==> config.mk <==
export PLATFORM = sky130hd
export DESIGN_NAME = pd_msg_regs
export DESIGN_NICKNAME = d
export VERILOG_FILES = /design/src/common/pd_regs_pkg.sv /design/src/core/pd_msg_regs.sv
export SDC_FILE = /design/constraint.sdc
export NUM_CORES = 1
export LEC_CHECK = 0
export ABC_CLOCK_PERIOD_IN_PS = 8300
export BUFFER_PORTS_ARGS = -buffer_cell sky130_fd_sc_hd__buf_2
export CORE_MARGIN = 4
export CORE_UTILIZATION = 45
export DETAILED_ROUTE_END_ITERATION = 10
export GPL_ROUTABILITY_DRIVEN = 0
export GPL_TIMING_DRIVEN = 0
export HOLD_SLACK_MARGIN = 0.15
export PLACE_DENSITY = 0.73
export RECOVER_POWER = 100
export SETUP_SLACK_MARGIN = 0.1
export SKIP_CTS_REPAIR_TIMING = 1
export SYNTH_ARGS = -nofsm -noshare
export SYNTH_HDL_FRONTEND = slang
export SYNTH_SLANG_ARGS = --single-unit
==> constraint.sdc <==
create_clock -name clk -period 8.3 [get_ports clk]
set_input_delay 0.83 -clock clk [delete_from_list [all_inputs] [get_ports clk]]
set_output_delay 0.83 -clock clk [all_outputs]
set_load 0.03 [all_outputs]
==> src/common/pd_regs_pkg.sv <==
`default_nettype none
package pd_regs_pkg;

  // ------------------------------------------------------------
  // register port geometry
  // ------------------------------------------------------------
  localparam int ADDR_W = 10;
  localparam int DATA_W = 32;
  localparam int OFS_W = 8;
  localparam int WSEL_W = 2;

  // ------------------------------------------------------------
  // register offsets
  // ------------------------------------------------------------
  localparam logic [7:0] OFS_PROTO_CFG = 8'h42;
  localparam logic [7:0] OFS_SLEEP = 8'h70;
  localparam logic [7:0] OFS_PIN_STATE = 8'h72;
  localparam logic [7:0] OFS_SRC_CAP_EXT = 8'h77;
  localparam logic [7:0] OFS_SRC_INFO = 8'h78;
  localparam logic [7:0] OFS_PPS = 8'h7a;

  // ------------------------------------------------------------
  // sleep control layout and timing
  // ------------------------------------------------------------
  localparam logic [7:0] SLEEP_RESET = 8'h03;
  localparam logic [7:0] SLEEP_WMASK = 8'h07;
  localparam int SLEEP_PERMIT_BIT = 0;
  localparam int SLEEP_CODE_LSB = 1;
  localparam logic [1:0] SLEEP_CODE_100MS = 2'h1;
  localparam logic [1:0] SLEEP_CODE_1000MS = 2'h2;
  localparam int SLEEP_SHORT_MS = 100;
  localparam int SLEEP_LONG_MS = 1000;
  localparam int CLK_HZ = 10_000_000;
  localparam int CYCLES_PER_MS = CLK_HZ / 1000;
  localparam int SLEEP_SHORT_CYC = SLEEP_SHORT_MS * CYCLES_PER_MS;
  localparam int SLEEP_LONG_CYC = SLEEP_LONG_MS * CYCLES_PER_MS;
  localparam int SLEEP_CNT_W = 24;

  // ------------------------------------------------------------
  // protocol configuration enables
  // ------------------------------------------------------------
  localparam int EXT_CAP_EN_BIT = 0;
  localparam int SRC_INFO_EN_BIT = 1;
  localparam int PPS_EN_BIT = 2;
  localparam logic [31:0] PROTO_CFG_WMASK = 32'h0000_0007;

  // ------------------------------------------------------------
  // pin state, source info, supply status, extended block
  // ------------------------------------------------------------
  localparam int PIN_LO_N = 8;
  localparam int PIN_HI_N = 3;
  localparam int PIN_HI_LSB = 10;
  localparam int PIN_DIR_LSB = 32;
  localparam logic [31:0] SRC_INFO_MASK = 32'h80ff_ffff;
  localparam logic [31:0] PPS_WMASK = 32'h0eff_ffff;
  localparam int SCE_W = 120;
  localparam logic [119:0] SCE_WMASK =
    120'hff7f_ffff_ffff_ffff_ffff_ffff_ffff_ff;
  localparam int JACK_BIT = 88;
  localparam int FW_ID_W = 112;
  localparam int HW_REV_W = 16;
  // ids, revision word and the whole block must all fit
  localparam int REPLY_W = FW_ID_W + HW_REV_W + SCE_W;

  // ------------------------------------------------------------
  // message kinds and carriers
  // ------------------------------------------------------------
  typedef enum logic [1:0] {
    MSG_SRC_CAP_EXT = 2'b00,
    MSG_SRC_INFO = 2'b01,
    MSG_PPS_STATUS = 2'b10
  } msg_kind_e;

  typedef struct packed {
    logic [15:0] vid;
    logic [15:0] pid;
    logic [31:0] xid;
    logic [31:0] fwVersion;
  } fw_ident_s;

  typedef struct packed {
    msg_kind_e kind;
    logic notSupported;
    logic [REPLY_W-1:0] payload;
  } reply_s;

endpackage
`default_nettype wire

==> src/core/pd_msg_regs.sv <==
// Operation
// delay code 1=100ms, 2=1000ms, others reserved
// permit bit set: sleep after idle delay
// sleep control resets to 03h
// bits 39..32 show output direction pins 0-7
// level bits for pins 0-7, 10-12
// extended capability disabled: answer not supported
// extended reply: ids, versions, then block
// host keeps battery counts within limits
// jack event edges update source input bit0
// host may set source input bit1
// power ratings placed, bit 111 reserved
// remaining extended block fields placed as mapped
// source info disabled: not supported, else send
// source info updated internally, host read-only
// bit 31 capacity type, 30..24 reserved
// three power fields at 250mW per count
// supply status disabled: not supported, else send
// supply status reserved high nibble, flags writable
// reserved bits read zero, ignore writes
`default_nettype none
module pd_msg_regs
  import pd_regs_pkg::*;
#(
  parameter int SLEEP_SHORT_CYCLES = SLEEP_SHORT_CYC,
  parameter int SLEEP_LONG_CYCLES = SLEEP_LONG_CYC
) (
  // clock and reset
  input wire logic clk,
  input wire logic rst_b,
  // register port
  input wire logic [ADDR_W-1:0] addr,
  input wire logic [DATA_W-1:0] wrData,
  input wire logic wrStrobe,
  input wire logic rdStrobe,
  output logic [DATA_W-1:0] rdData,
  // sleep
  input wire logic controllerIdle,
  output logic sleepActive,
  // pins
  input wire logic [PIN_LO_N-1:0] pinLevelLo,
  input wire logic [PIN_HI_N-1:0] pinLevelHi,
  input wire logic [PIN_LO_N-1:0] pinDirOut,
  input wire logic jackPin,
  input wire logic jackEventEnable,
  // internal source info update
  input wire logic srcInfoUpdate,
  input wire logic [DATA_W-1:0] srcInfoValue,
  // identity for extended reply
  input wire fw_ident_s fwIdent,
  input wire logic [15:0] hardwareRevisionWord,
  // partner requests and replies
  input wire logic msgReq,
  input wire msg_kind_e msgKind,
  output logic replyValid,
  output reply_s reply
);

  // ------------------------------------------------------------
  // state
  // ------------------------------------------------------------
  logic [DATA_W-1:0] protoCfg, next_protoCfg;
  logic [7:0] sleepCtl, next_sleepCtl;
  logic [SCE_W-1:0] sourceCapabilityExtended, next_sce;
  logic [DATA_W-1:0] sourcePowerInfo, next_sourcePowerInfo;
  logic [DATA_W-1:0] supplyStatus, next_supplyStatus;
  logic [DATA_W-1:0] next_rdData;
  logic [PIN_LO_N+PIN_HI_N-1:0] pinMeta, pinSync;
  logic jackMeta, jackSync, jackPrev;
  logic [SLEEP_CNT_W-1:0] idleCount, next_idleCount;
  logic next_sleepActive;
  logic next_replyValid;
  reply_s next_reply;

  logic [OFS_W-1:0] regOfs;
  logic [WSEL_W-1:0] wordSel;
  logic [63:0] pinState;
  logic [127:0] sceView;
  logic [1:0] sleepCode;
  logic sleepPermit;
  logic jackEdge;
  logic [SLEEP_CNT_W-1:0] sleepTarget;
  logic sleepCodeValid;
  logic wrWord0;

  assign regOfs = addr[ADDR_W-1:WSEL_W];
  assign wordSel = addr[WSEL_W-1:0];
  assign wrWord0 = wrStrobe && wordSel == '0;
  assign sleepCode = sleepCtl[SLEEP_CODE_LSB +: 2];
  assign sleepPermit = sleepCtl[SLEEP_PERMIT_BIT];
  assign sceView = {8'h00, sourceCapabilityExtended};
  assign jackEdge = jackSync ^ jackPrev;

  // ------------------------------------------------------------
  // pin synchronisers
  // ------------------------------------------------------------
  always_ff @(posedge clk or negedge rst_b) begin
    if (!rst_b) begin
      pinMeta <= '0;
      pinSync <= '0;
      jackMeta <= 1'b0;
      jackSync <= 1'b0;
      jackPrev <= 1'b0;
    end else begin
      pinMeta <= {pinLevelHi, pinLevelLo};
      pinSync <= pinMeta;
      jackMeta <= jackPin;
      jackSync <= jackMeta;
      jackPrev <= jackSync;
    end
  end

  // direction bits
  // level bits, 9..8 stay zero
  always_comb begin
    pinState = '0;
    pinState[PIN_DIR_LSB +: PIN_LO_N] = pinDirOut;
    pinState[PIN_LO_N-1:0] = pinSync[PIN_LO_N-1:0];
    pinState[PIN_HI_LSB +: PIN_HI_N] = pinSync[PIN_LO_N +: PIN_HI_N];
  end

  // ------------------------------------------------------------
  // register file
  // ------------------------------------------------------------
  always_comb begin
    next_protoCfg = protoCfg;
    next_sleepCtl = sleepCtl;
    next_sce = sourceCapabilityExtended;
    next_sourcePowerInfo = sourcePowerInfo;
    next_supplyStatus = supplyStatus;
    if (wrStrobe) begin
      unique case (regOfs)
        OFS_PROTO_CFG: if (wrWord0) next_protoCfg = wrData & PROTO_CFG_WMASK;
        // reserved sleep bits and unmapped words dropped
        OFS_SLEEP: if (wrWord0) next_sleepCtl = wrData[7:0] & SLEEP_WMASK;
        // bit 111 masked on write
        // fields stored at mapped positions
        OFS_SRC_CAP_EXT: begin
          for (int w = 0; w < 4; w++) begin
            if (wordSel == w[WSEL_W-1:0]) begin
              if (w == 3) begin
                next_sce[119:96] = wrData[23:0] & SCE_WMASK[119:96];
              end else begin
                next_sce[w*32 +: 32] = wrData & SCE_WMASK[w*32 +: 32];
              end
            end
          end
        end
        // reserved bits masked
        OFS_PPS: if (wrWord0) next_supplyStatus = wrData & PPS_WMASK;
        default: ;
      endcase
    end
    // host writes cannot reach source info
    // reserved capacity bits forced zero
    if (srcInfoUpdate) begin
      next_sourcePowerInfo = srcInfoValue & SRC_INFO_MASK;
    end
    // jack edge wins over a same-cycle host write
    if (jackEventEnable && jackEdge) begin
      next_sce[JACK_BIT] = jackSync;
    end
  end

  // sleep control reset value
  always_ff @(posedge clk or negedge rst_b) begin
    if (!rst_b) begin
      protoCfg <= '0;
      sleepCtl <= SLEEP_RESET;
      sourceCapabilityExtended <= '0;
      sourcePowerInfo <= '0;
      supplyStatus <= '0;
    end else begin
      protoCfg <= next_protoCfg;
      sleepCtl <= next_sleepCtl;
      sourceCapabilityExtended <= next_sce;
      sourcePowerInfo <= next_sourcePowerInfo;
      supplyStatus <= next_supplyStatus;
    end
  end

  // ------------------------------------------------------------
  // read path, data one cycle after the strobe
  // ------------------------------------------------------------
  // unmapped words and reserved bits read zero
  always_comb begin
    next_rdData = '0;
    if (rdStrobe) begin
      unique case (regOfs)
        OFS_PROTO_CFG: next_rdData = (wordSel == '0) ? protoCfg : '0;
        OFS_SLEEP: next_rdData = (wordSel == '0) ? {24'h0, sleepCtl} : '0;
        OFS_PIN_STATE: begin
          if (wordSel == 2'h0) begin
            next_rdData = pinState[31:0];
          end else if (wordSel == 2'h1) begin
            next_rdData = pinState[63:32];
          end
        end
        OFS_SRC_CAP_EXT: next_rdData = sceView[wordSel*32 +: 32];
        OFS_SRC_INFO: next_rdData = (wordSel == '0) ? sourcePowerInfo : '0;
        OFS_PPS: next_rdData = (wordSel == '0) ? supplyStatus : '0;
        default: next_rdData = '0;
      endcase
    end
  end

  always_ff @(posedge clk or negedge rst_b) begin
    if (!rst_b) begin
      rdData <= '0;
    end else begin
      rdData <= next_rdData;
    end
  end

  // ------------------------------------------------------------
  // sleep entry
  // ------------------------------------------------------------
  // delay code selects target, reserved codes never sleep
  always_comb begin
    sleepCodeValid = 1'b1;
    sleepTarget = SLEEP_CNT_W'(SLEEP_SHORT_CYCLES);
    if (sleepCode == SLEEP_CODE_1000MS) begin
      sleepTarget = SLEEP_CNT_W'(SLEEP_LONG_CYCLES);
    end else if (sleepCode != SLEEP_CODE_100MS) begin
      sleepCodeValid = 1'b0;
    end
  end

  // idle time counted only while permitted
  always_comb begin
    next_idleCount = idleCount;
    next_sleepActive = 1'b0;
    if (!controllerIdle || !sleepPermit || !sleepCodeValid) begin
      next_idleCount = '0;
    end else if (idleCount < sleepTarget) begin
      next_idleCount = idleCount + 1'b1;
    end else begin
      next_sleepActive = 1'b1;
    end
  end

  always_ff @(posedge clk or negedge rst_b) begin
    if (!rst_b) begin
      idleCount <= '0;
      sleepActive <= 1'b0;
    end else begin
      idleCount <= next_idleCount;
      sleepActive <= next_sleepActive;
    end
  end

  // ------------------------------------------------------------
  // partner message replies
  // ------------------------------------------------------------
  always_comb begin
    next_replyValid = msgReq;
    next_reply = reply;
    if (msgReq) begin
      next_reply.kind = msgKind;
      next_reply.notSupported = 1'b1;
      next_reply.payload = '0;
      unique case (msgKind)
        // disabled extended capability
        // ids and versions ahead of the block
        MSG_SRC_CAP_EXT: begin
          if (protoCfg[EXT_CAP_EN_BIT]) begin
            next_reply.notSupported = 1'b0;
            next_reply.payload = {fwIdent.vid, fwIdent.pid, fwIdent.xid,
              fwIdent.fwVersion, hardwareRevisionWord,
              sourceCapabilityExtended};
          end
        end
        // source info gated by its enable
        // power fields sent as stored
        MSG_SRC_INFO: begin
          if (protoCfg[SRC_INFO_EN_BIT]) begin
            next_reply.notSupported = 1'b0;
            next_reply.payload = {{(REPLY_W-DATA_W){1'b0}}, sourcePowerInfo};
          end
        end
        // supply status gated by its enable
        MSG_PPS_STATUS: begin
          if (protoCfg[PPS_EN_BIT]) begin
            next_reply.notSupported = 1'b0;
            next_reply.payload = {{(REPLY_W-DATA_W){1'b0}}, supplyStatus};
          end
        end
        default: next_reply.notSupported = 1'b1;
      endcase
    end
  end

  always_ff @(posedge clk or negedge rst_b) begin
    if (!rst_b) begin
      replyValid <= 1'b0;
      reply <= '0;
    end else begin
      replyValid <= next_replyValid;
      reply <= next_reply;
    end
  end
endmodule
`default_nettype wire
==> metrics.txt, run 1 <==
status=complete, but fails checks; violated checks=max-capacitance violations, max-slew violations; number of CTS-inserted buffers=52; vias in the first global route=17600; synthesized flop and latch total=494; Final Critical Period=4660 ps; Max-cap violations=1; CP endpoint kind=async pin; Clk Latency, worst-skew pair=600 ps; core footprint=45800 um^2; path type of the worst setup path=input pin to async pin; final setup fails=0; DR top layer=met5; Final Max Slew Viols=87; Buffers & Inverters on Critical Path=1; crit-path max cell delay=3280 ps; share of the synthesized area in the top cell type=58.5%; LEAKAGE=11.5 nW; PD cells=203 nW/um^2; WL final=71.3 mm; f_max=0.214 GHz; top cells by area, synth=dfrtp_1 58%, mux2_2 9.1%, o21ai_0 5.4%, nand3_1 5.2%, inv_1 4.2%; global route overflow=0; worst path cell trace=clkbuf_1; sequential area share after synthesis=58.7%; Layout Nets=2662; Mapped Avg Cell Area=11.1 um^2; Synth area leader=dfrtp_1; Vert. Die Dim=224 um; largest family of logic cells by synthesized area=multiplexers; total die area=50300 um^2; largest net degree at the start of global routing=129; EDFF count, synth=0; Tightest Pin Transition=4780 ps; VDD IR-drop max=0.000133 V; relative slew slack=-219%; Synth Area in Compound Gates=11.3%; clk_skew=18.0 ps; mux cell area share after synthesis=13.1%; post-placement cell count=2983; Longest Clk Path Bufs=3; XOR/XNOR share of the synthesized area=0.0832%; Fin. Hold Viols=0; highest-delay cell along the critical path=clkbuf_1; synth warn=0; Layout area overhead=22.6%; fin crit share=56.2%; drt via density=5.61; root buffer cell=clkbuf_16; Iteration-0 DRC Markers=1397; fin cells=3085; drt pass-1 iters=5; Metal-1 WL=29.0 mm; RSZ-0062 raised after global routing=false; Finished Cell Area=25800 um^2; clk slew on worst S/H paths=60 ps; I/O pin cnt=501; row count=78; first-pass GRT wire length=106 mm; Synth Area in Simple Gates=9.01%; peak fanout along the critical path=88; TritonCTS Sinks=494; worst path required time=7860 ps; GRT Util Overall=27.4%; total length of routed met2 wires=33.8 mm; Die Wd=224 um; DP HPWL=52.2 mm; synthesized cell area=21100 um^2; predominant post-synthesis flop cell=dfrtp_1; cells after synthesis=1890; HP Class=input pin to flip-flop; fill cell count=4052; synth unique cells=59; antenna violations before repair=10; Antenna Violating Nets Remaining=0; Initial Util=46.0%; met3 WL=5.83 mm; CTS tree=done; Async SR Flop Fraction=100%; startpoint types=input pin; htree depth=2; WL per Instance=23.1 um; Critical Path AT=4230 ps; most frequent cell after synthesis=dfrtp_1; number of port buffers=473; placed instance area=24400 um^2; DRC=0; layout cells sized above 1=20.8%; Synth top cells by count=492 x dfrtp_1, 233 x inv_1, 229 x o21ai_0; vias=17300; Synth Area in Adders=0.535%; Top delay family on crit path=buffers and inverters
[area by class of cell]
class | instances | area (um^2) | area share (%)
flip-flops and latches | 494 | 12400 | 47.9
multi-input cells | 1031 | 7200 | 27.9
repair buffers | 477 | 2140 | 8.28
clock buffers | 72 | 1530 | 5.92
inverters | 233 | 875 | 3.39
well taps | 600 | 751 | 2.91
plain buffers | 148 | 627 | 2.43
clock inverters | 24 | 318 | 1.23
diodes | 6 | 15.0 | 0.0582
[cell families after synthesis]
kind of cell / Yosys count
adders and majority gates: 9
buffers and inverters: 381
other: 1
and+or+nand+nor: 372
AOI/OAI and AO/OA: 407
muxes: 224
DFF: 494
xor gates and xnor gates: 2
[metrics by stage]
step | total power, mW | setup TNS [ps] | utilization [%] | hold WS, ps | setup WS (ps)
floorplan | 2.62 | 0 | - | 331 | 5630
global placement | 2.78 | -1615350 | 52.9 | 332 | -3330
detailed placement | 2.80 | 0 | 53.2 | 335 | 4670
CTS | 5.28 | 0 | 57.2 | 215 | 5150
global route | 5.41 | 0 | 56.4 | 318 | 2580
finish | 5.24 | 0 | 56.4 | 330 | 3640
[sequential cells by signal, summed over array words and instances, names as in the netlist]
signal,flops
jackSync,1
reply,234
rdData,32
sleepActive,1
pinMeta,11
protoCfg,3
supplyStatus,27
idleCount,24
sourceCapabilityExtended,119
sleepCtl,3
pinSync,11
replyValid,1
jackMeta,1
jackPrev,1
sourcePowerInfo,25
[cell usage in the layout (no fill, tap or decap), types with 13 or more instances in the layout]
master     count
a22oi_1       25
inv_1        233
dfrtp_1      492
nor2_1        33
clkbuf_1     394
buf_2        207
o21ai_0      235
nand2_1       46
conb_1        17
a21oi_1       52
clkbuf_8      13
mux2i_1       21
o22ai_1       29
a22o_1        24
clkbuf_16     53
nand3_1      219
buf_4         17
mux2_2       169
mux4_2        23
[power breakdown]
part	leakage, nW	switching [mW]	total, mW	internal (mW)
logic	3.81	0.188	0.280	0.0924
clock network	0.910	0.983	2.49	1.50
registers	6.76	0.0261	2.47	2.44
[per-layer routing]
layer,vias up,GRT usage (%)
li1,7647,-
met1,8694,36.8
met2,778,44.8
met3,164,5.83
met4,10,9.41
met5,-,0
[worst paths after layout]
| path | depth (start not counted) | endpoint | slack, ps | from |
|---|---|---|---|---|
| worst min-delay path | 1 | pinMeta[4] | 330 | pinLevelLo[4] |
| worst max-delay path | 1 | reply[146] | 3640 | rst_b |
| max in group clk | 9 | supplyStatus[17] | 4530 | addr[9] |
| min in group asynchronous | 1 | reply[211] | 1930 | rst_b |
| worst min register to register | 0 | pinSync[3] | 350 | pinMeta[3] |
| worst max register to register | 11 | idleCount[8] | 4830 | sleepCtl[1] |
Note: power is estimated with default switching activity, not from simulation.
==> run 2: changes to the inputs <==
--- a/config.mk
+++ b/config.mk
@@ -5,7 +5,8 @@
 export SDC_FILE = /design/constraint.sdc
 export NUM_CORES = 1
 export LEC_CHECK = 0
-export ABC_CLOCK_PERIOD_IN_PS = 8300
+export ABC_AREA = 1
+export ABC_CLOCK_PERIOD_IN_PS = 4650
 export BUFFER_PORTS_ARGS = -buffer_cell sky130_fd_sc_hd__buf_2
 export CORE_MARGIN = 4
 export CORE_UTILIZATION = 45
==> constraint.sdc (replaced) <==
create_clock -name clk -period 4.65 [get_ports clk]
set_input_delay 0.465 -clock clk [delete_from_list [all_inputs] [get_ports clk]]
set_output_delay 0.465 -clock clk [all_outputs]
set_load 0.03 [all_outputs]
==> run 2 against run 1 <==
Against the previous run: the flow still finishes with violations (max-capacitance violations, max-slew violations); core utilization rose by 3.3 points; clock skew rose by 7.7 ps; global-route usage grew 2.2 points; total power rose by 80%; first-iteration DRC count rose by 42%; final cell count up 15%; critical endpoint is now reply[227].
==> metrics.txt, run 2 <==
Finished Cell Area=27000 um^2 (+4.8%); first-pass GRT wire length=112 mm (+5.7%); M3 GR Usage=8.05% (+2.2 points); fin crit share=73.5%; CTS tree=done; Initial Util=45.5% (-0.51 points); total die area=49300 um^2 (-2.1%); Max-cap violations=2 (+1); worst path required time=5180 ps (-2680 ps); Tightest Pin Transition=2150 ps (-2630 ps); row count=78 (unchanged); Synth top cells by count=563 x nand2_1, 492 x dfrtp_1, 301 x o21ai_0; most frequent CP cell=clkbuf_1; crit-path max cell delay=800 ps (-2480 ps); htree depth=2 (unchanged); number of port buffers=475 (+0.42%); R2R Path Start=sleepCtl[1]; Largest regs=reply: 234 flops, sourceCapabilityExtended: 119 flops, rdData: 32 flops; f_max=0.293 GHz; VDD IR-drop max=0.000352 V (+160%); clk slew on worst S/H paths=60 ps (about the same); RSZ-0062 raised after global routing=false; met2 usage=50.6% (+5.8 points); most frequent cell after synthesis=nand2_1; number of CTS-inserted buffers=52 (unchanged); DRC=0 (unchanged); most frequent cells in the layout=566 x nand2_1, 492 x dfrtp_1, 389 x clkbuf_1; most common cell after layout, fill and taps aside=nand2_1; gr busiest metal=met2; peak fanout along the critical path=10 (-89%); max reg flops=234 (unchanged); Mapped Avg Cell Area=9.44 um^2 (-15%); synth unique cells=42 (-29%); largest net degree at the start of global routing=130 (+0.78%); Antenna Violating Nets Remaining=0 (unchanged); CP endpoint kind=flip-flop; Pwr Total=9.45 mW (+80%); synthesized cell area=20600 um^2 (-2.2%); core footprint=45300 um^2 (-1.1%); layout cells sized above 1=11.2% (-9.6 points); root buffer cell=clkbuf_16; origin of the worst setup path=msgReq; PD cells=349 nW/um^2 (+72%); Layout Nets=3136 (+18%); startpoint types=input pin; sequential cell area=12400 um^2 (unchanged); Iteration-0 DRC Markers=1985 (+42%); path type of the worst setup path=input pin to flip-flop; fill cell count=4021 (-0.77%); relative slew slack=-43.3% (+180 points); GRT Util Overall=29.6% (+2.2 points); share of the synthesized area in the top cell type=59.8% (+1.3 points); Vert. Die Dim=222 um (-1.0%); EDFF count, synth=0 (unchanged); sequential area share after synthesis=60.0% (+1.3 points); status=complete, but fails checks; synth warn=0 (unchanged); FF-to-FF setup slack=1310 ps (-3520 ps); violated checks=max-capacitance violations, max-slew violations; Fin. Hold Viols=0 (unchanged); LEAKAGE=12.8 nW (+11%); top cells by area, synth=dfrtp_1 60%, nand2_1 10%, o21ai_0 7.3%, a22o_1 5.8%, inv_1 3.8%; largest reg by FF count=reply; highest-delay cell along the critical path=nor2_1; cells after synthesis=2182 (+15%); Layout area overhead=31.3%; drt via density=5.52 (-1.6%); HP Class=input pin to flip-flop; drt pass-1 iters=6 (+1); TritonCTS Sinks=494 (unchanged); vias=19600 (+14%); synthesized flop and latch total=494 (unchanged); Die Wd=222 um (-1.0%); Buffers & Inverters on Critical Path=6 (+5); area of the multi-input gates=6770 um^2 (-6.0%); Final Critical Period=3420 ps; placed instance area=23900 um^2 (-1.8%); clk_skew=25.8 ps (+7.72 ps); Longest Clk Path Bufs=3 (unchanged); Async SR Flop Fraction=100% (unchanged); fin util=59.7% (+3.3 points); grt met1 use=36.0% (-0.79 points); Synth area leader=dfrtp_1; final setup fails=0 (unchanged); Final Max Slew Viols=100 (+15%); worst path cell trace=dlygate4sd3_1 > clkbuf_1 > clkbuf_1 > inv_1 > nor2_1 > clkbuf_1 > clkbuf_1 > a22o_1; vias in the first global route=18600 (+5.5%); DP HPWL=58.5 mm (+12%); Critical Path AT=3950 ps (-280 ps); global route overflow=0 (unchanged); Top delay family on crit path=buffers and inverters; worst hold start=wrData[21]; WL per Instance=22.2 um (-3.7%); predominant post-synthesis flop cell=dfrtp_1; WL final=79.2 mm (+11%); I/O pin cnt=501 (unchanged); Clk Latency, worst-skew pair=620 ps (+20 ps); antenna violations before repair=12 (+2)
## run 2: worst paths after layout
path,depth (start not counted),to
setup / recovery,8,reply[227]
hold / removal,3,sourceCapabilityExtended[85]
setup reg to reg,13,sleepActive
hold reg to reg,0,pinSync[9]
max in group asynchronous,3,reply[162]
min in group asynchronous,2,pinMeta[8]
## run 2: metal layers
metal	share of wire, %	vias to the layer above
met1	37	9585
met5	0.10	-
met3	9.1	250
met2	49	1128
met4	5.0	12
li1	-	8670
## run 2: final cells by class
| type | instances | share of cell area (%) |
|---|---|---|
| flip-flops and latches | 494 | 45.7 |
| multi-input cells | 1357 | 25.0 |
| repair buffers | 659 | 14.5 |
| clock buffers | 69 | 5.38 |
| inverters | 211 | 2.93 |
| well taps | 600 | 2.78 |
| plain buffers | 136 | 2.19 |
| clock inverters | 27 | 1.36 |
| diodes | 8 | 0.0740 |
## run 2: metrics by stage
stage / std cells / worst slack (ps) / hold WS (ps) / setup TNS, ps
finish: 3561 / 1230 / 132 / 0
global placement: 3273 / -6590 / 332 / -3212790
floorplan: 2198 / 2540 / 169 / 0
global route: 3557 / 1040 / 153 / 0
CTS: 3373 / 2040 / -214 / 0
detailed placement: 3277 / 1970 / 337 / 0
## run 2: kinds of logic after synthesis
family                     after synthesis  share of synthesized area [%]
buffers and inverters                  347                           7.04
DFF                                    494                           60.0
xor gates and xnor gates                15                          0.638
and+or+nand+nor                        745                           14.6
AOI/OAI and AO/OA                      571                           17.1
adders and majority gates                9                          0.547
other                                    1                         0.0182
## run 2: tightest hold or removal path, stage by stage
cell	delay (ps)
buf_2	100
nand2_1	50
o21ai_0	80
## run 2: report_power, final
group / internal, mW / total [mW] / switching (mW)
Combinational: 0.235 / 0.625 / 0.389
Clock: 2.61 / 4.42 / 1.82
Sequential: 4.36 / 4.40 / 0.0367
Total: 7.20 / 9.45 / 2.24
